<file path="src/rtl/sync_modem_pkg.sv">
// Operation
// - Transmit logic advances only on the modem transmit timing clock; here rts and the TX_IDLE/TX_WAIT_CTS moves follow tx_rts_i on any mclk edge.
// - Transmit data bit changes on rising edge of transmit timing clock.
// - Receive logic advances only on the modem receive timing clock.
// - Receive data is sampled on falling edge of receive timing clock.
// - No transmit clock is ever driven toward the modem.
// - Terminal ready is raised when a call is to be connected.
// - Terminal ready is dropped to end a completed call.
// - Terminal ready stays low after a drop until data set ready falls.
// - Ring indicate passes an integrating filter rejecting short spikes.
// - After request to send, transmitter idles until clear to send.
// - Clear to send is ignored while request to send is low.
// - Receiver logic is idle until carrier detect is asserted.
// - Characters are sent and received least significant bit first.
package sync_modem_pkg;
  localparam int DATA_W = 8;
  localparam int BIT_CNT_W = 4;
  localparam int RING_MIN_NS = 1000;
  localparam int CLK_PERIOD_NS = 10;
  localparam int RING_CYCLES = (RING_MIN_NS + CLK_PERIOD_NS - 1) / CLK_PERIOD_NS;
  localparam int RING_CNT_W = 16;
  localparam logic TXD_IDLE = 1'b1;
  localparam logic [BIT_CNT_W-1:0] BIT_CNT_RESET = 4'h0;
  localparam logic [RING_CNT_W-1:0] RING_CNT_RESET = 16'h0000;
  typedef enum logic [1:0] {
    TX_IDLE = 2'b00,
    TX_WAIT_CTS = 2'b01,
    TX_SHIFT = 2'b10
  } tx_state_type;
  typedef enum logic [1:0] {
    DTR_OFF = 2'b00,
    DTR_ON = 2'b01,
    DTR_HOLDOFF = 2'b10
  } dtr_state_type;
endpackage

</file>
<file path="src/rtl/two_entry_buffer.sv">
`timescale 1ns/1ps
`default_nettype none
module two_entry_buffer
  import sync_modem_pkg::*;
#(
  parameter int WIDTH = 8
) (
  input wire logic mclk_i,
  input wire logic rst_i,
  input wire logic [WIDTH-1:0] in_data_i,
  input wire logic in_valid_i,
  output logic in_ready_o,
  output logic [WIDTH-1:0] out_data_o,
  output logic out_valid_o,
  input wire logic out_ready_i
);
  typedef struct packed {
    logic [1:0][WIDTH-1:0] mem;
    logic wp;
    logic rp;
    logic [1:0] cnt;
  } buf_type;
  buf_type s_q, s_d;
  logic push, pop;
  always_comb begin
    s_d = s_q;
    push = in_valid_i && (s_q.cnt != 2'h2);
    pop = out_ready_i && (s_q.cnt != 2'h0);
    if (push) begin
      s_d.mem[s_q.wp] = in_data_i;
      s_d.wp = ~s_q.wp;
    end
    if (pop) begin
      s_d.rp = ~s_q.rp;
    end
    if (push && !pop) begin
      s_d.cnt = s_q.cnt + 2'h1;
    end else if (pop && !push) begin
      s_d.cnt = s_q.cnt - 2'h1;
    end
  end
  always_ff @(posedge mclk_i) begin
    if (rst_i) begin
      s_q <= '0;
    end else begin
      s_q <= s_d;
    end
  end
  assign in_ready_o = (s_q.cnt != 2'h2);
  assign out_valid_o = (s_q.cnt != 2'h0);
  assign out_data_o = s_q.mem[s_q.rp];
endmodule
`default_nettype wire

</file>
<file path="src/rtl/sync_modem_interface_control.sv">
`timescale 1ns/1ps
`default_nettype none
module sync_modem_interface_control
  import sync_modem_pkg::*;
#(
  parameter int RING_HOLD = RING_CYCLES
) (
  input wire logic mclk_i,
  input wire logic rst_i,
  input wire logic [DATA_W-1:0] tx_data_i,
  input wire logic tx_valid_i,
  output logic tx_ready_o,
  input wire logic tx_rts_i,
  output logic [DATA_W-1:0] rx_data_o,
  output logic rx_valid_o,
  input wire logic rx_ready_i,
  input wire logic call_up_i,
  output logic txd_o,
  output logic rts_o,
  output logic dtr_o,
  output logic ring_o,
  output logic carrier_o,
  input wire logic tx_timing_i,
  input wire logic rx_timing_i,
  input wire logic rxd_i,
  input wire logic cts_i,
  input wire logic dsr_i,
  input wire logic dcd_i,
  input wire logic ri_i
);
  // ************************************************************
  // Synchronisers
  // ************************************************************
  localparam int NSYNC = 7;
  logic [NSYNC-1:0] async_in;
  logic [NSYNC-1:0] sync1_q, sync2_q;
  assign async_in = {ri_i, dcd_i, dsr_i, cts_i, rxd_i, rx_timing_i, tx_timing_i};
  always_ff @(posedge mclk_i) begin
    sync1_q <= async_in;
    sync2_q <= sync1_q;
  end
  logic txc_s, rxc_s, rxd_s, cts_s, dsr_s, dcd_s, ri_s;
  assign {ri_s, dcd_s, dsr_s, cts_s, rxd_s, rxc_s, txc_s} = sync2_q;

  // ************************************************************
  // State
  // ************************************************************
  typedef struct packed {
    logic txc_prev;
    logic rxc_prev;
    tx_state_type tx_st;
    logic [DATA_W-1:0] tx_sh;
    logic [BIT_CNT_W-1:0] tx_cnt;
    logic txd;
    logic rts;
    logic rx_act;
    logic [DATA_W-1:0] rx_sh;
    logic [BIT_CNT_W-1:0] rx_cnt;
    logic [DATA_W-1:0] rx_word;
    logic rx_push;
    dtr_state_type dtr_st;
    logic [RING_CNT_W-1:0] ring_cnt;
    logic ring;
    logic carrier;
  } state_type;
  state_type s_q, s_d;

  logic buf_take;
  logic [DATA_W-1:0] buf_data;
  logic buf_valid;
  logic txc_rise, rxc_fall, tx_go;
  logic [RING_CNT_W-1:0] ring_lim;
  assign ring_lim = RING_CNT_W'(RING_HOLD);

  // ************************************************************
  // Next state
  // ************************************************************
  always_comb begin
    s_d = s_q;
    s_d.txc_prev = txc_s;
    s_d.rxc_prev = rxc_s;
    s_d.rx_push = 1'b0;
    txc_rise = txc_s && !s_q.txc_prev;
    rxc_fall = !rxc_s && s_q.rxc_prev;
    tx_go = s_q.rts && cts_s;
    s_d.carrier = dcd_s;
    // Transmit on rising edge of modem transmit timing only
    unique case (s_q.tx_st)
      TX_IDLE: begin
        if (tx_rts_i) begin
          s_d.rts = 1'b1;
          s_d.tx_st = TX_WAIT_CTS;
        end
      end
      TX_WAIT_CTS: begin
        if (!tx_rts_i) begin
          s_d.rts = 1'b0;
          s_d.tx_st = TX_IDLE;
        end else if (tx_go && txc_rise && tx_valid_i) begin
          s_d.tx_sh = tx_data_i;
          s_d.txd = 1'b0;
          s_d.tx_cnt = BIT_CNT_RESET;
          s_d.tx_st = TX_SHIFT;
        end
      end
      TX_SHIFT: begin
        if (txc_rise) begin
          if (s_q.tx_cnt == BIT_CNT_W'(DATA_W)) begin
            s_d.txd = TXD_IDLE;
            s_d.tx_st = TX_WAIT_CTS;
          end else begin
            s_d.txd = s_q.tx_sh[0];
            s_d.tx_sh = {1'b0, s_q.tx_sh[DATA_W-1:1]};
            s_d.tx_cnt = s_q.tx_cnt + 1'b1;
          end
        end
      end
      default: begin
        s_d.tx_st = TX_IDLE;
      end
    endcase
    // Receive on falling edge of modem receive timing, gated by carrier
    if (!dcd_s) begin
      s_d.rx_act = 1'b0;
      s_d.rx_cnt = BIT_CNT_RESET;
    end else if (rxc_fall) begin
      if (!s_q.rx_act) begin
        if (!rxd_s) begin
          s_d.rx_act = 1'b1;
          s_d.rx_cnt = BIT_CNT_RESET;
        end
      end else if (s_q.rx_cnt == BIT_CNT_W'(DATA_W)) begin
        s_d.rx_act = 1'b0;
        if (rxd_s) begin
          s_d.rx_word = s_q.rx_sh;
          s_d.rx_push = 1'b1;
        end
      end else begin
        s_d.rx_sh = {rxd_s, s_q.rx_sh[DATA_W-1:1]};
        s_d.rx_cnt = s_q.rx_cnt + 1'b1;
      end
    end
    // Terminal ready
    unique case (s_q.dtr_st)
      DTR_OFF: begin
        if (call_up_i) begin
          s_d.dtr_st = DTR_ON;
        end
      end
      DTR_ON: begin
        if (!call_up_i) begin
          s_d.dtr_st = DTR_HOLDOFF;
        end
      end
      DTR_HOLDOFF: begin
        if (!dsr_s) begin
          s_d.dtr_st = DTR_OFF;
        end
      end
      default: begin
        s_d.dtr_st = DTR_OFF;
      end
    endcase
    // Ring integrator
    if (ri_s) begin
      if (s_q.ring_cnt != ring_lim) begin
        s_d.ring_cnt = s_q.ring_cnt + 1'b1;
      end
    end else if (s_q.ring_cnt != RING_CNT_RESET) begin
      s_d.ring_cnt = s_q.ring_cnt - 1'b1;
    end
    if (s_q.ring_cnt == ring_lim) begin
      s_d.ring = 1'b1;
    end else if (s_q.ring_cnt == RING_CNT_RESET) begin
      s_d.ring = 1'b0;
    end
  end

  always_ff @(posedge mclk_i) begin
    if (rst_i) begin
      s_q <= '0;
      s_q.txd <= TXD_IDLE;
      s_q.tx_st <= TX_IDLE;
      s_q.dtr_st <= DTR_OFF;
    end else begin
      s_q <= s_d;
    end
  end

  // ************************************************************
  // Receive buffer
  // ************************************************************
  two_entry_buffer #(
    .WIDTH(DATA_W)
  ) u_rx_buf (
    .mclk_i(mclk_i),
    .rst_i(rst_i),
    .in_data_i(s_q.rx_word),
    .in_valid_i(s_q.rx_push),
    .in_ready_o(),
    .out_data_o(buf_data),
    .out_valid_o(buf_valid),
    .out_ready_i(buf_take)
  );
  // Output stage reloads only when empty or being read
  assign buf_take = !rx_valid_o || rx_ready_i;

  // ************************************************************
  // Outputs
  // ************************************************************
  always_ff @(posedge mclk_i) begin
    if (rst_i) begin
      rx_data_o <= '0;
      rx_valid_o <= 1'b0;
      tx_ready_o <= 1'b0;
      txd_o <= TXD_IDLE;
      rts_o <= 1'b0;
      dtr_o <= 1'b0;
      ring_o <= 1'b0;
      carrier_o <= 1'b0;
    end else begin
      if (buf_take) begin
        rx_valid_o <= buf_valid;
        rx_data_o <= buf_data;
      end
      tx_ready_o <= (s_d.tx_st == TX_SHIFT) && (s_q.tx_st == TX_WAIT_CTS);
      txd_o <= s_d.txd;
      rts_o <= s_d.rts;
      dtr_o <= (s_d.dtr_st == DTR_ON);
      ring_o <= s_d.ring;
      carrier_o <= s_d.carrier;
    end
  end

  // ************************************************************
  // Checks
  // ************************************************************
  property p_tx_hold_no_cts;
    @(posedge mclk_i) disable iff (rst_i)
      (s_q.tx_st == TX_WAIT_CTS && !cts_s) |=> (s_q.tx_st != TX_SHIFT);
  endproperty
  a_tx_hold_no_cts: assert property (p_tx_hold_no_cts) else $error("tx left idle without cts");
  property p_cts_ignored;
    @(posedge mclk_i) disable iff (rst_i)
      (!s_q.rts) |=> (s_q.tx_st != TX_SHIFT);
  endproperty
  a_cts_ignored: assert property (p_cts_ignored) else $error("cts used without rts");
  property p_txd_on_rise;
    @(posedge mclk_i) disable iff (rst_i)
      (s_q.tx_st == TX_SHIFT && !txc_rise) |=> $stable(s_q.txd);
  endproperty
  a_txd_on_rise: assert property (p_txd_on_rise) else $error("txd moved off rise");
  property p_rx_idle;
    @(posedge mclk_i) disable iff (rst_i)
      (!dcd_s) |=> (!s_q.rx_act && !s_q.rx_push);
  endproperty
  a_rx_idle: assert property (p_rx_idle) else $error("rx active without carrier");
  property p_rx_fall;
    @(posedge mclk_i) disable iff (rst_i)
      (!rxc_fall) |=> $stable(s_q.rx_cnt) || (s_q.rx_cnt == BIT_CNT_RESET);
  endproperty
  a_rx_fall: assert property (p_rx_fall) else $error("rx moved off fall");
  property p_dtr_holdoff;
    @(posedge mclk_i) disable iff (rst_i)
      (s_q.dtr_st == DTR_HOLDOFF && dsr_s) |=> (s_q.dtr_st == DTR_HOLDOFF);
  endproperty
  a_dtr_holdoff: assert property (p_dtr_holdoff) else $error("dtr re-raised early");
  property p_dtr_drop;
    @(posedge mclk_i) disable iff (rst_i)
      (s_q.dtr_st == DTR_ON && !call_up_i) |=> ##1 !dtr_o;
  endproperty
  a_dtr_drop: assert property (p_dtr_drop) else $error("dtr not dropped");
  property p_ring_spike;
    @(posedge mclk_i) disable iff (rst_i)
      (s_q.ring_cnt == RING_CNT_RESET) |=> !s_q.ring;
  endproperty
  a_ring_spike: assert property (p_ring_spike) else $error("ring passed spike");
  property p_ring_sat;
    @(posedge mclk_i) disable iff (rst_i)
      (s_q.ring_cnt == ring_lim && ri_s) |=> (s_q.ring_cnt == ring_lim);
  endproperty
  a_ring_sat: assert property (p_ring_sat) else $error("ring counter not saturating");
  property p_dtr_raise;
    @(posedge mclk_i) disable iff (rst_i)
      (s_q.dtr_st == DTR_OFF && call_up_i) |=> (s_q.dtr_st == DTR_ON);
  endproperty
  a_dtr_raise: assert property (p_dtr_raise) else $error("dtr not raised for call");
  property p_ring_wait;
    @(posedge mclk_i) disable iff (rst_i)
      (!s_q.ring && s_q.ring_cnt != ring_lim) |=> !s_q.ring;
  endproperty
  a_ring_wait: assert property (p_ring_wait) else $error("ring before hold time");
  property p_tx_lsb_first;
    @(posedge mclk_i) disable iff (rst_i)
      (s_q.tx_st == TX_SHIFT && txc_rise && s_q.tx_cnt != BIT_CNT_W'(DATA_W))
        |=> (s_q.txd == $past(s_q.tx_sh[0]));
  endproperty
  a_tx_lsb_first: assert property (p_tx_lsb_first) else $error("tx bit out of order");
  property p_rx_lsb_first;
    @(posedge mclk_i) disable iff (rst_i)
      (dcd_s && rxc_fall && s_q.rx_act && s_q.rx_cnt != BIT_CNT_W'(DATA_W))
        |=> (s_q.rx_sh[DATA_W-1] == $past(rxd_s));
  endproperty
  a_rx_lsb_first: assert property (p_rx_lsb_first) else $error("rx bit not shifted in");
endmodule
`default_nettype wire

</file>
<file path="config.mk">
export PLATFORM = sky130hd
export DESIGN_NAME = sync_modem_interface_control
export DESIGN_NICKNAME = d
export VERILOG_FILES = /design/src/rtl/sync_modem_pkg.sv /design/src/rtl/two_entry_buffer.sv /design/src/rtl/sync_modem_interface_control.sv
export SDC_FILE = /design/constraint.sdc
export NUM_CORES = 1
export LEC_CHECK = 0
export ABC_AREA = 1
export BUFFER_PORTS_ARGS = -buffer_cell sky130_fd_sc_hd__buf_4
export CORE_MARGIN = 2
export CORE_UTILIZATION = 30
export DETAILED_ROUTE_END_ITERATION = 8
export GPL_TIMING_DRIVEN = 0
export PLACE_DENSITY = 0.55
export SYNTH_ARGS = -nofsm -noshare
export SYNTH_HDL_FRONTEND = slang
export SYNTH_HIERARCHICAL = 1
export SYNTH_SLANG_ARGS = --single-unit
export TNS_END_PERCENT = 10
</file>
<file path="constraint.sdc">
create_clock -name mclk_i -period 1.9 [get_ports mclk_i]
set_input_delay 0.095 -clock mclk_i [delete_from_list [all_inputs] [get_ports mclk_i]]
set_output_delay 0.095 -clock mclk_i [all_outputs]
set_load 0.005 [all_outputs]
</file>
==> impl_metrics.csv <==
group,metric,value,unit
timing,period_share,0.987,
placed_design,port-buffer-count,35,
clock_network,cts_root_buf,"clkbuf_16",
timing,fin_crit,1.88,ns
run,maxCapViolations,0,
timing,skew,0.00713,ns
placed_design,pre_cts_ws,-0.347,ns
die,start_util,0.307,
routing,drcViolationCount,0,
timing,tightest_slew,0.599,ns
die,die-area,0.0173,mm2
routing,dr_total_vias,4140,
worst_setup_path,crit_arrival,2.10,ns
clock_network,clk_latency,0.35,ns
placed_design,hpwl,7640,um
outcome,outcome,"finished clean",
routing,wl,10600,um
die,core.rowCount,46,
logic_synthesis,synth_warnings,6,
clock_network,path_clk_slew,0.07,ns
global_route,grt_pass1_wl,18000,um
min_path,holdCritPathClass,"input pin to flip-flop",
routing,route.detailed.vias_per_inst,4.30,
timing,relSlewSlack,0.601,
timing,setup_slack,0.0248,ns
worst_setup_path,startpoint_type,"flip-flop",
logic_synthesis,synth_cell_types,42,
layout,stdcell_count,963,
placed_design,dp.cells,936,
logic_synthesis,synth-async-reset-ratio,0,
logic_synthesis,synthFlopType,"dfxtp_1",
logic_synthesis,syn_area_per_cell,7.11,um2
global_route,grtUsageTotal,0.127,
logic_synthesis,synth_edf_count,0,
logic_synthesis,synth_seq_cells,105,
worst_setup_path,r2r_cells,10,
timing,setup_viol,0,
logic_synthesis,syn_nets,726,
power,clockPowerShare,0.328,
routing,first_pass_iters,5,
global_route,first_global_vias,3762,
clock_network,cts_tree,"done",
clock_network,cts_max_path_buffers,2,
min_path,hold_depth,3,
worst_setup_path,worstPathMaxFanout,13,
worst_setup_path,path_class,"flip-flop to flip-flop",
die,fp.dieH,131,um
power,power,5.87,mW
clock_network,cts_inserted_buffers,9,
clock_network,cts_sinks,105,
layout,syn_to_final_growth,23.3,%
die,core,0.0159,mm2
layout,drive_gt1_frac,0.151,
layout,antenna_cells,0,
worst_setup_path,end_kind,"flip-flop",
power,seqPwrFrac,0.426,
power,p_leak,2.80,nW
logic_synthesis,synth_cells,685,
layout,layout_commonest_cell,"nand2_1",
timing,hold_viol,0,
power,vdd_drop_max,0.419,mV
logic_synthesis,syn_area,0.00487,mm2
clock_network,htreeDepth,3,
power,combPwrFrac,0.246,
power,power_density,977,mW/mm2
timing,drv_slew,0,
timing,max_freq,0.533,GHz
logic_synthesis,ys_seq_area_frac,0.432,
die,die_w,131,um
global_route,grt_overflow,0,
power,p_int,4.02,mW
global_route,grt_max_degree,19,
die,io_pins,36,
layout,final_cell_mix,"149 x nand2_1, 126 x nor2_1, 104 x dfxtp_1",
routing,drt-initial-drc-count,243,
routing,wl_per_cell,11.0,um
power,switching_power,1.84,mW
routing,drtAntennaViolNets,0,
global_route,antenna_found_initial,0,
power,switching_share,0.314,
worst_setup_path,cp_data_required_time,2.13,ns
layout,fin_nets,783,
timing,rsz0062_at_grt,"yes",
placed_design,place.gp.congestion,0.790,
## cells in the mapped netlist, types with 5 or more instances
cell	n	area (um2)
nand3_1	34	170
clkbuf_1	6	22.5
a21oi_1	31	155
ha_1	19	238
nor2_1	128	480
nand2_1	155	582
xnor2_1	5	43.8
nor3_1	7	35.0
inv_1	88	330
o21ai_0	47	235
dfxtp_1	105	2100
## worst paths after layout
kind           startpoint    endpoint  slack [ns]
min reg2reg    sync1_q[6]  sync2_q[6]        0.33
max reg2reg    sync2_q[6]     s_q[10]        0.02
min          tx_data_i[7]     s_q[55]        0.02
max            sync2_q[6]     s_q[10]        0.02
## worst max-delay path, cell delays in order (launching register included)
cell and delay, ns:
dfxtp_4 0.38, clkinvlp_4 0.11, buf_12 0.18, ha_4 0.25, or2_2 0.29, and2_4 0.18
nand2_1 0.05, nand2_1 0.06, xor2_1 0.15, nand2_1 0.07, nor2_1 0.04
## layer usage
layer / wire, um / track usage / part of all wire / vias to the layer above
li1: - / - / - / 2276
met1: 5410 / 0.174 / 0.51 / 1805
met4: 125 / 0.0471 / 0.012 / 0
met5: 0 / 0 / 0 / -
met3: 292 / 0.0285 / 0.028 / 8
met2: 4770 / 0.197 / 0.45 / 51
## flip-flops by register name, summed over array words and instances (netlist names)
| signal | count |
|---|---|
| carrier_o | 1 |
| dtr_o | 1 |
| ring_o | 1 |
| rts_o | 1 |
| rx_data_o | 8 |
| rx_valid_o | 1 |
| s_q | 56 |
| sync1_q | 7 |
| sync2_q | 7 |
| tx_ready_o | 1 |
| txd_o | 1 |
| u_rx_buf/s_q | 20 |
## cell families after synthesis
group           count (synthesis)  synth area share
flops                         105             0.432
compound gates                 90            0.0989
buf+inv                       110            0.0922
xor+xnor                        9            0.0162
simple gates                  351             0.308
fa+ha+maj                      20            0.0529
## power by group through the flow
stage               sequential, mW  combinational [mW]  clock [mW]
floorplan                     2.51               0.979           0
global placement              2.53                1.30           0
detailed placement            2.53                1.29           0
CTS                           2.48                1.35        2.00
finish                        2.50                1.44        1.93
global route                  2.52                1.66        2.10
## through the flow
| step | util | instance area (um2) | hold WS (ns) | setup TNS [ns] |
|---|---|---|---|---|
| 2_1_floorplan | - | 4870 | 0.123 | 0 |
| 5_1_grt | 0.378 | 6000 | 0.00839 | -0.446 |
| 3_5_place_dp | 0.340 | 5400 | 0.201 | -3.81 |
| 4_1_cts | 0.370 | 5870 | 0.00693 | -0.000445 |
| 3_3_place_gp | 0.340 | 5400 | 0.200 | -4.19 |
| 6_report | 0.378 | 6000 | 0.0227 | 0 |
## cell type report
| class | count | area (um2) |
|---|---|---|
| clock inverters | 6 | 76.3 |
| inverters | 96 | 374 |
| plain buffers | 14 | 83.8 |
| fillers | 1719 | 9880 |
| well taps | 216 | 270 |
| multi-input cells | 470 | 2480 |
| flip-flops and latches | 105 | 2110 |
| repair buffers | 46 | 380 |
| clock buffers | 10 | 229 |
## timing repair
| item | in CTS | in global routing |
|---|---|---|
| hold buffers | 9 | 0 |
| hold endpoints to repair | 10 | 0 |
| gates resized for setup | 11 | 23 |
| buffers inserted | 2 | 0 |
| pin swaps | 0 | 1 |
| endpoints found under the setup margin | 15 | 17 |
Power figures use the tool's default switching activity.
